[config.mk]
export PLATFORM = sky130hd
export DESIGN_NAME = fade_gain_step_sequencer
export DESIGN_NICKNAME = d
export VERILOG_FILES = /design/src/fade_gain_pkg.sv /design/src/fade_gain_step_sequencer.sv
export SDC_FILE = /design/constraint.sdc
export NUM_CORES = 1
export LEC_CHECK = 0
export ABC_CLOCK_PERIOD_IN_PS = 6700
export BUFFER_PORTS_ARGS = -buffer_cell sky130_fd_sc_hd__buf_2
export CAP_MARGIN = 20
export CORE_MARGIN = 2
export CORE_UTILIZATION = 55
export DETAILED_ROUTE_END_ITERATION = 8
export PLACE_DENSITY = 0.78
export SETUP_SLACK_MARGIN = 0.4
export SLEW_MARGIN = 20
export SYNTH_ARGS = -nofsm -noshare
export SYNTH_HDL_FRONTEND = slang
export SYNTH_SLANG_ARGS = --single-unit
[constraint.sdc]
create_clock -name clk -period 6.7 [get_ports clk]
set_clock_uncertainty 0.2 [all_clocks]
set_input_delay 1.34 -clock clk [delete_from_list [all_inputs] [get_ports clk]]
set_output_delay 1.34 -clock clk [all_outputs]
set_load 0.005 [all_outputs]
[src/fade_gain_pkg.sv]
// Purpose: shared constants for the fade gain step sequencer
// Assumes: 125 MHz system clock, 32-bit AHB-Lite register access
// Notes: level codes are 8-bit converter codes referenced to the supply
package fade_gain_pkg;

  // clock and slow step clock
  localparam int unsigned CLK_HZ = 125_000_000;
  localparam int unsigned TICK_HZ = 58;
  localparam int unsigned STEP_MS = 34;
  localparam int unsigned TICK_DIV_DEF = CLK_HZ / TICK_HZ;
  localparam int unsigned DIV_W = 22;
  localparam int unsigned TICKS_PER_STEP = 2;

  // gain step index
  localparam int unsigned STEP_W = 5;
  localparam logic [4:0] STEP_MIN = 5'h00;
  localparam logic [4:0] STEP_MAX = 5'h1f;
  localparam int unsigned STEP_MAX_DB = 18;
  localparam logic [4:0] SE_DROP_STEPS = 5'h03;

  // level code quantiser: 8 codes per step, gap of HYST codes at each edge
  localparam int unsigned LVL_W = 8;
  localparam int unsigned LVL_SUB_W = 3;
  localparam logic [2:0] HYST_CODES = 3'h1;
  localparam int unsigned NUM_QUANT = 3;

  // register byte addresses
  localparam logic [7:0] LEVEL_ADDR = 8'h00;
  localparam logic [7:0] STATUS_ADDR = 8'h04;
  localparam logic [7:0] SAVED_ADDR = 8'h08;
  localparam logic [31:0] LEVEL_RESET = 32'h0000_0000;

  // level register fields
  localparam int unsigned SPK_LSB = 0;
  localparam int unsigned OFS_LSB = 8;
  localparam int unsigned CAP_LSB = 16;

  // status register fields
  localparam int unsigned ST_GAIN_LSB = 0;
  localparam int unsigned ST_TARGET_LSB = 8;
  localparam int unsigned ST_STATE_LSB = 16;
  localparam int unsigned ST_MUTE_BIT = 24;

  // pin synchroniser bit positions
  localparam int unsigned PIN_SD_N = 0;
  localparam int unsigned PIN_FADE = 1;
  localparam int unsigned PIN_MODE = 2;
  localparam int unsigned PIN_CHG = 3;
  localparam int unsigned PIN_DIS = 4;
  localparam int unsigned NUM_PINS = 5;

  // sequencer states
  typedef enum logic [2:0] {
    ST_PWR_CHARGE,
    ST_UP_RAMP,
    ST_ACTIVE,
    ST_DOWN_RAMP,
    ST_DISCHARGE,
    ST_OFF,
    ST_CHARGE
  } seq_state_t;

endpackage

[src/fade_gain_step_sequencer.sv]
// Purpose: gain step fade sequencer and level-to-step selection with hysteresis
// Assumes: pins are asynchronous; level codes are written over AHB-Lite
// Notes: bypass node charge state comes back on two status pins from the analog side
`timescale 1ns/100ps

module fade_gain_step_sequencer
  import fade_gain_pkg::*;
#(
  parameter int unsigned TICK_DIV = TICK_DIV_DEF
) (
  // clock and reset
  input wire logic clk,
  input wire logic reset_n,
  // control pins from the host
  input wire logic shutdown_n,
  input wire logic fade_sel,
  input wire logic output_mode_sel,
  // bypass node state from the analog side
  input wire logic bypass_charged,
  input wire logic bypass_discharged,
  // amplifier controls
  output logic [4:0] gain_step,
  output logic mute,
  output logic bypass_charge_en,
  output logic bypass_discharge_en,
  output logic neg_driver_en,
  // ahb-lite slave
  input wire logic hsel,
  input wire logic [31:0] haddr,
  input wire logic [1:0] htrans,
  input wire logic hwrite,
  input wire logic [2:0] hsize,
  input wire logic [31:0] hwdata,
  input wire logic hready,
  output logic hreadyout,
  output logic hresp,
  output logic [31:0] hrdata
);

  initial begin
    if (TICK_DIV < 1 || TICK_DIV >= (1 << DIV_W)) begin
      $error("TICK_DIV out of range");
    end
  end

  localparam logic [DIV_W-1:0] DIV_LAST = DIV_W'(TICK_DIV - 1);

  //--------------------------------------------------------------
  // state
  //--------------------------------------------------------------
  typedef struct packed {
    logic [NUM_PINS-1:0] pin_meta;
    logic [NUM_PINS-1:0] pin_sync;
    logic [DIV_W-1:0] div;
    logic phase;
    seq_state_t state;
    logic [4:0] gain;
    logic [4:0] saved;
    logic mute;
    logic [NUM_QUANT-1:0][4:0] held;
    logic [LVL_W-1:0] spk_lvl;
    logic [LVL_W-1:0] ofs_lvl;
    logic [LVL_W-1:0] cap_lvl;
    logic wr_pend;
    logic [7:0] wr_addr;
    logic [31:0] rdata;
  } state_t;

  state_t s_q;
  state_t s_d;

  //--------------------------------------------------------------
  // helpers
  //--------------------------------------------------------------
  // clamp the held step into the band that a code allows; inside a
  // gap either neighbour is legal, so the held one stays
  function automatic logic [4:0] quantise(input logic [4:0] held, input logic [LVL_W-1:0] code);
    logic [4:0] cand;
    logic [2:0] sub;
    logic [4:0] lo;
    logic [4:0] hi;
    cand = code[LVL_W-1:LVL_SUB_W];
    sub = code[LVL_SUB_W-1:0];
    lo = cand;
    hi = cand;
    if (sub < HYST_CODES && cand != STEP_MIN) begin
      lo = cand - 5'h01;
    end
    if (sub > (3'h7 - HYST_CODES) && cand != STEP_MAX) begin
      hi = cand + 5'h01;
    end
    if (held < lo) begin
      quantise = lo;
    end else if (held > hi) begin
      quantise = hi;
    end else begin
      quantise = held;
    end
  endfunction

  //--------------------------------------------------------------
  // next-state logic
  //--------------------------------------------------------------
  logic sd_n;
  logic fade_ramp;
  logic se_mode;
  logic charged;
  logic discharged;
  logic tick;
  logic step_now;
  logic [LVL_W-1:0] se_lvl;
  logic [4:0] spk_step;
  logic [4:0] se_step;
  logic [4:0] cap_step;
  logic [4:0] se_target;
  logic [4:0] target;
  logic addr_ok;

  // level codes are converter codes relative to the supply, so the
  // fixed thresholds below follow the supply without any arithmetic
  always_comb begin
    s_d = s_q;
    sd_n = s_q.pin_sync[PIN_SD_N];
    fade_ramp = ~s_q.pin_sync[PIN_FADE];
    se_mode = s_q.pin_sync[PIN_MODE];
    charged = s_q.pin_sync[PIN_CHG];
    discharged = s_q.pin_sync[PIN_DIS];

    // two-stage synchronisers
    s_d.pin_meta = {bypass_discharged, bypass_charged, output_mode_sel, fade_sel, shutdown_n};
    s_d.pin_sync = s_q.pin_meta;

    // slow tick, one step every two ticks
    tick = (s_q.div == DIV_LAST);
    s_d.div = tick ? '0 : s_q.div + 1'b1;
    s_d.phase = tick ? ~s_q.phase : s_q.phase;
    step_now = tick && s_q.phase;

    // level to step selection
    se_lvl = (s_q.ofs_lvl > s_q.spk_lvl) ? '0 : s_q.spk_lvl - s_q.ofs_lvl;
    s_d.held[0] = quantise(s_q.held[0], s_q.spk_lvl);
    s_d.held[1] = quantise(s_q.held[1], se_lvl);
    s_d.held[2] = quantise(s_q.held[2], s_q.cap_lvl);
    spk_step = s_q.held[0];
    // single-ended drive halves the swing, so drop 6 dB worth of steps
    se_step = (s_q.held[1] > SE_DROP_STEPS) ? s_q.held[1] - SE_DROP_STEPS : STEP_MIN;
    cap_step = s_q.held[2];
    se_target = (se_step < cap_step) ? se_step : cap_step;
    target = se_mode ? se_target : spk_step;

    // sequencer
    unique case (s_q.state)
      ST_PWR_CHARGE: begin
        s_d.gain = STEP_MIN;
        s_d.mute = 1'b1;
        if (charged) begin
          s_d.state = ST_UP_RAMP;
          s_d.mute = 1'b0;
          s_d.phase = 1'b0;
        end
      end
      ST_UP_RAMP: begin
        if (!sd_n) begin
          if (fade_ramp) begin
            s_d.state = ST_DOWN_RAMP;
            s_d.phase = 1'b0;
          end else begin
            s_d.saved = s_q.gain;
            s_d.mute = 1'b1;
            s_d.state = ST_DISCHARGE;
          end
        end else if (s_q.gain >= target) begin
          s_d.state = ST_ACTIVE;
        end else if (step_now && s_q.gain != STEP_MAX) begin
          s_d.gain = s_q.gain + 5'h01;
        end
      end
      ST_ACTIVE: begin
        s_d.gain = target;
        if (!sd_n) begin
          if (fade_ramp) begin
            s_d.gain = s_q.gain;
            s_d.state = ST_DOWN_RAMP;
            s_d.phase = 1'b0;
          end else begin
            s_d.gain = s_q.gain;
            s_d.saved = s_q.gain;
            s_d.mute = 1'b1;
            s_d.state = ST_DISCHARGE;
          end
        end
      end
      ST_DOWN_RAMP: begin
        if (sd_n) begin
          s_d.state = ST_UP_RAMP;
          s_d.phase = 1'b0;
        end else if (s_q.gain == STEP_MIN) begin
          s_d.mute = 1'b1;
          s_d.state = ST_DISCHARGE;
        end else if (step_now) begin
          s_d.gain = s_q.gain - 5'h01;
        end
      end
      ST_DISCHARGE: begin
        if (sd_n) begin
          s_d.state = ST_CHARGE;
        end else if (discharged) begin
          s_d.state = ST_OFF;
        end
      end
      ST_OFF: begin
        if (sd_n) begin
          s_d.state = ST_CHARGE;
        end
      end
      ST_CHARGE: begin
        if (!sd_n) begin
          s_d.state = ST_DISCHARGE;
        end else if (charged) begin
          s_d.mute = 1'b0;
          if (fade_ramp) begin
            s_d.gain = STEP_MIN;
            s_d.phase = 1'b0;
            s_d.state = ST_UP_RAMP;
          end else begin
            s_d.gain = s_q.saved;
            s_d.state = ST_ACTIVE;
          end
        end
      end
      default: begin
        s_d.state = ST_PWR_CHARGE;
      end
    endcase

    // ahb-lite: zero wait, read data prepared in the address phase
    addr_ok = hsel && htrans[1] && hready;
    s_d.wr_pend = addr_ok && hwrite;
    s_d.wr_addr = haddr[7:0];
    if (s_q.wr_pend && s_q.wr_addr == LEVEL_ADDR) begin
      s_d.spk_lvl = hwdata[SPK_LSB +: LVL_W];
      s_d.ofs_lvl = hwdata[OFS_LSB +: LVL_W];
      s_d.cap_lvl = hwdata[CAP_LSB +: LVL_W];
    end
    s_d.rdata = '0;
    if (addr_ok && !hwrite) begin
      unique case (haddr[7:0])
        LEVEL_ADDR: begin
          s_d.rdata[SPK_LSB +: LVL_W] = s_q.spk_lvl;
          s_d.rdata[OFS_LSB +: LVL_W] = s_q.ofs_lvl;
          s_d.rdata[CAP_LSB +: LVL_W] = s_q.cap_lvl;
        end
        STATUS_ADDR: begin
          s_d.rdata[ST_GAIN_LSB +: STEP_W] = s_q.gain;
          s_d.rdata[ST_TARGET_LSB +: STEP_W] = target;
          s_d.rdata[ST_STATE_LSB +: 3] = s_q.state;
          s_d.rdata[ST_MUTE_BIT] = s_q.mute;
        end
        SAVED_ADDR: begin
          s_d.rdata[STEP_W-1:0] = s_q.saved;
        end
        default: begin
          s_d.rdata = '0; // unmapped reads as zero
        end
      endcase
    end
  end

  //--------------------------------------------------------------
  // registers
  //--------------------------------------------------------------
  // power-up is reset: ramp starts from the lowest step
  always_ff @(posedge clk or negedge reset_n) begin
    if (!reset_n) begin
      s_q <= '{
        pin_meta: '0, pin_sync: '0, div: '0, phase: 1'b0,
        state: ST_PWR_CHARGE, gain: STEP_MIN, saved: STEP_MIN, mute: 1'b1,
        held: '0, spk_lvl: LEVEL_RESET[SPK_LSB +: LVL_W],
        ofs_lvl: LEVEL_RESET[OFS_LSB +: LVL_W], cap_lvl: LEVEL_RESET[CAP_LSB +: LVL_W],
        wr_pend: 1'b0, wr_addr: '0, rdata: '0
      };
    end else begin
      s_q <= s_d;
    end
  end

  //--------------------------------------------------------------
  // outputs
  //--------------------------------------------------------------
  assign gain_step = s_q.gain;
  assign mute = s_q.mute;
  assign bypass_charge_en = (s_q.state == ST_CHARGE) || (s_q.state == ST_PWR_CHARGE) ||
                            (s_q.state == ST_UP_RAMP) || (s_q.state == ST_ACTIVE) ||
                            (s_q.state == ST_DOWN_RAMP);
  assign bypass_discharge_en = (s_q.state == ST_DISCHARGE) || (s_q.state == ST_OFF);
  assign neg_driver_en = ~s_q.pin_sync[PIN_MODE];
  assign hreadyout = 1'b1;
  assign hresp = 1'b0;
  assign hrdata = s_q.rdata;

endmodule // fade_gain_step_sequencer

## After elaboration in Yosys (flattened, before gate mapping)

Cells that the tools add are included.

- RAM bits: 0
- Memories kept: 0
- Register bits after elaboration: 127
- Bits in latches: 0
- Memory bits (read-only): 0

- Bitwise logic cells: 2
- $lt $le $gt $ge: 16
- Shift operators: 0
- Muxes and demuxes: 63
- Eq/ne operators: 31
- Add/sub/neg operators: 11
- Multipliers: 0
- Reductions and logical operators: 35
- Div/mod/pow operators: 0

Operators by type and width:

| kind | number |
|---|---|
| two-way mux 5 bit | 23 |
| two-way mux 3 bit | 11 |
| != test 2 bit, second input constant | 14 |
| two-way mux 25 bit | 1 |
| case mux 5 bit (5 select lines) | 1 |
| adder 22 x 1 -> 22 bit, second input constant | 1 |
| equality test 22 bit, second input constant | 1 |
| two-way mux 22 bit | 1 |
| case mux 3 bit (7 select lines) | 1 |
| adder 5 x 1 -> 5 bit, second input constant | 4 |
| less-than comparator 5 bit | 4 |
| != test 5 bit, second input constant | 4 |
| case mux 5 bit (2 select lines) | 2 |
| nonzero test 5 bit | 4 |
| subtractor 5 x 1 -> 5 bit, second input constant | 4 |
| logical NOT 8 bit | 2 |
| two-way mux 8 bit | 2 |
| greater-than comparator 5 bit | 3 |
| two-way mux 15 bit | 1 |
| case mux 5 bit (3 select lines) | 1 |
| AND reduction 7 bit | 2 |
| logical AND 1 bit | 13 |
| two-way mux 6 bit | 2 |
| != test 3 bit, second input constant | 4 |
| 26 further kinds | 52 |

## Logic depth before layout (Yosys ltp)

- Depth in word-level cells: 9
- Mapped depth: 25

## Worst setup path after synthesis

No wires, ideal clock.

- Path kind: flip-flop to flip-flop
- Start: register s_q[57] (netlist name)
- End: register s_q[74] (netlist name)
- Slack: 1.934 ns
- Period minus slack after synthesis: 4.766 ns
- Stages on the path, launching flop included: 26
- Required time: 6.421 ns
- Setup time: 0.079 ns
- Data arrival time: 4.487 ns
- Path buffers: 0
- Cells stage by stage: dfrtp_1 > inv_1 > ha_1 > inv_1 > fa_1 > a211oi_2 > o211ai_2 > nand2_2 > or3_4 > inv_1 > ha_1 > and3_1 > ha_1 > nor3_1 > nand2_1 > nor2_1 > nand2_1 > xor2_1 > ha_1 > o21a_1 > o21ai_0 > nand2b_1 > a21oi_1 > a31oi_1 > mux2_2 > mux2i_1

- Longest elaborated chain between the ends: 7
- Elaborated cells between the ends (all ways): 18
- Those cells by class: 3 x add/sub; 5 x order compare; 1 x eq/ne; 5 x mux; 4 x reduce/logical

Ends and longest elaborated chain:

| what | RTL line | RTL |
|---|---|---|
| start, declared | fade_gain_step_sequencer.sv:69 | `state_t s_q;` |
| start signal, assigned | fade_gain_step_sequencer.sv:275 | `s_q <= '{` |
| subtractor 8 bit / greater-than comparator 8 bit (equally long branches) | fade_gain_step_sequencer.sv:140 | `se_lvl = (s_q.ofs_lvl > s_q.spk_lvl) ? '0 : s_q.spk_lvl - s_q.ofs_lvl;` |
| two-way mux 8 bit (*) | fade_gain_step_sequencer.sv:140 |  |
| parallel branches: the longest is 5 deep, another holds subtractor 5 x 1 -> 5 bit | n/a |  |

Every way passes the cells marked *. The select of a mux whose other input is x is not followed.
A chain may end at the register's enable or synchronous reset.

## Worst setup path in the final report

- Start: register s_q[57] (netlist name)
- End: register s_q[73] (netlist name)

Same word-level chain as after synthesis.

==> results_dict.tcl <==
set metrics [dict create \
    final_layout_size_suffix_gt1_share_pct 21.0 \
    fin_crit_sh_pct 80.1 \
    die_height_um 123 \
    drcViolationCount 0 \
    drt-initial-drc-count 322 \
    n_fill_cell 1162 \
    place_congestion 0.908 \
    clkPwrFrac_pct 30.2 \
    critPathMaxStageDelay_ns 0.46 \
    clkLatencyLatePin_ns 0.42 \
    cellPowerDensity_nw_per_um2 365 \
    synth_compound_area_share_pct 10.5 \
    setup-tns-final_ns 0 \
    crit_path_end_kind "register" \
    synthCells 782 \
    cts_tree "built" \
    vias 5702 \
    hold_buffers 0 \
    grt_pass1_vias 5476 \
    cp_slowest_cell "dfrtp_1" \
    synthesis.area_per_instance_um2 9.88 \
    clock_path_buffers 2 \
    p_seq_share_pct 31.2 \
    clock-sinks 120 \
    crit_fanout 6 \
    peakVddDrop_v 0.000248 \
    antenna_found_initial 0 \
    start_util_pct 56.1 \
    syn_area_um2 7720 \
    synthMuxAreaShare_pct 12.1 \
    hold_slack_ns 0.147 \
    vias_per_cell 5.60 \
    ios 122 \
    die_area_um2 15000 \
    sw_frac_of_total_pct 36.7 \
    hold_violations 0 \
    worstPathArrival_ns 5.51 \
    path_buf_inv 3 \
    synth_edf_count 0 \
    numCtsBuffers 17 \
    layout_commonest_cell "dfrtp_1" \
    wire_per_inst_um 16.2 \
    post_cts_resized 0 \
    crit_type "reg2reg" \
    area_growth_pct 11.6 \
    fin_crit_ns 5.37 \
    yosys.area_share.simple_pct 15.3 \
    num-nets-final 966 \
    netSwitchingPower_mw 1.15 \
    grt_pass1_wl_mm 26.9 \
    core_area_um2 13800 \
    ys_seq_area_share_pct 38.9 \
    crit_family "compound AO/OA/AOI/OAI gates" \
    ys_dominant_reg_cell "dfrtp_1" \
    status "finished, final reports clean" \
    ant_nets 0 \
    cts_setup_buffers 0 \
    drt-pass1-iter-count 6 \
    hp-class "reg2reg" \
    rsz0062_at_grt "false" \
    async_flop_share_pct 100 \
    slew_violations 0 \
    gr-usage-all-layers_pct 23.3 \
    synth_xor_area_share_pct 5.44 \
    n_antenna_cell 0 \
    maxSlewHeadroom_pct 35.4 \
    core.rowCount 43 \
    synth_seq_cells 120 \
    comb_power_share_pct 38.6 \
    p_int_mw 1.99 \
    clock.fmax_mhz 186 \
    port_buffers 76 \
    synth_cell_types 69 \
    grt_max_degree 81 \
    routed_wl_mm 16.5 \
    h-tree-depth 4 \
    hpwl_mm 11.9 \
    root_buffer "clkbuf_16" \
    final_cell_mix "119 x dfrtp_1, 77 x nor2_1, 75 x buf_2" \
    worst_path_most_repeated_cell "ha_1" \
    total_leakage_power_nw 4.23 \
    startpoint_type "register" \
    finalSetupViolCount 0 \
    ys.warnings.count 0 \
    synthAdderAreaFrac_pct 10.2 \
    synth_top_family_by_area "simple AND/OR/NAND/NOR gates" \
    worst_pin_slew_ns 0.969 \
    worst-endpoint-required_ns 6.85 \
    die_w_um 123 \
    clk_pin_slew_ns 0.06 \
    overflow 0 \
    drv_cap 0 \
]
cell families after synthesis:
kind of cell | after synthesis
buffers and inverters | 112
other | 2
adders and majority gates | 62
xor gates and xnor gates | 48
DFF | 120
muxes | 88
AOI/OAI and AO/OA | 123
and+or+nand+nor | 227
power by group through the flow:
stage,Combinational (mW),Sequential [mW],Clock [mW]
floorplan,0.987,0.909,0
global placement,1.15,0.984,0
detailed placement,1.19,0.986,0
CTS,1.21,0.977,0.958
global route,1.36,1.00,0.989
finish,1.21,0.983,0.949
per-layer routing:
metal	wire, µm	global-route usage [%]	vias to the layer above	share of wire, %
met5	0	0	-	0
met4	277	9.27	0	1.7
met1	7440	31.2	2774	45
li1	-	-	2773	-
met2	8080	37.7	130	49
met3	654	3.95	25	4.0
registers in the layout (all words and copies together) (netlist names), 5 cells and up:
register / cells
spk_step: 5
hrdata: 25
gain_step: 5
s_d: 5
cap_step: 5
s_q: 72
cells in the mapped netlist (3+ instances only):
library cell,n,area [µm²]
xor2_1,13,114
nor3_1,20,100
inv_1,49,184
and2_1,9,56.3
a21oi_2,3,26.3
a31oi_1,4,25.0
nand2_1,34,128
clkbuf_1,20,75.1
o21ai_0,23,115
nor2b_1,6,37.5
dfrtp_1,119,2980
nor3_2,3,30.0
xnor2_1,35,307
or2_2,3,18.8
o21a_1,6,45.0
a21o_1,12,90.1
nor2_1,77,289
a22oi_1,4,30.0
nand4_1,9,56.3
nand4b_1,3,26.3
nand2b_1,12,75.1
mux2_2,39,439
nor4_1,5,31.3
or4_1,3,22.5
and4_1,3,26.3
a21oi_1,36,180
o21ai_1,8,40.0
nand3_1,14,70.1
mux2i_1,47,470
buf_4,40,300
ha_1,60,751
and3_1,10,62.6
a211oi_2,3,37.5
path summary, 6_finish.rpt:
| path | startpoint | cells after the start | to | slack, ns |
|---|---|---|---|---|
| min in group asynchronous | reset_n | 1 | s_q[103] | 0.88 |
| min | s_d[118] | 0 | s_q[118] | 0.15 |
| min reg2reg | s_d[118] | 0 | s_q[118] | 0.15 |
| max in group asynchronous | reset_n | 2 | spk_step[4] | 4.34 |
| max reg2reg | s_q[57] | 25 | s_q[73] | 1.33 |
| max | s_q[57] | 25 | s_q[73] | 1.33 |
layout make-up:
cell class / instances / area (µm²) / share of cell area, %
Timing Repair Buffer: 79 / 405 / 4.70
Inverter: 50 / 188 / 2.18
Clock buffer: 19 / 453 / 5.26
Multi-Input combinational cell: 557 / 4180 / 48.4
Clock inverter: 13 / 168 / 1.95
Tap cell: 180 / 225 / 2.61
Sequential cell: 120 / 3000 / 34.9
metrics by stage:
step | cells | cell area, µm² | setup WS (ns) | utilization, % | total power [mW]
after floorplan | 789 | 7750 | 1.93 | - | 1.90
after CTS | 1018 | 8620 | 1.33 | 62.6 | 3.14
final | 1018 | 8620 | 1.33 | 62.6 | 3.14
after global routing | 1018 | 8620 | 0.813 | 62.6 | 3.35
after global placement | 986 | 8000 | 1.39 | 58.1 | 2.13
after detailed placement | 986 | 8000 | 1.34 | 58.1 | 2.17
Note: power is estimated with default switching activity, not from simulation.
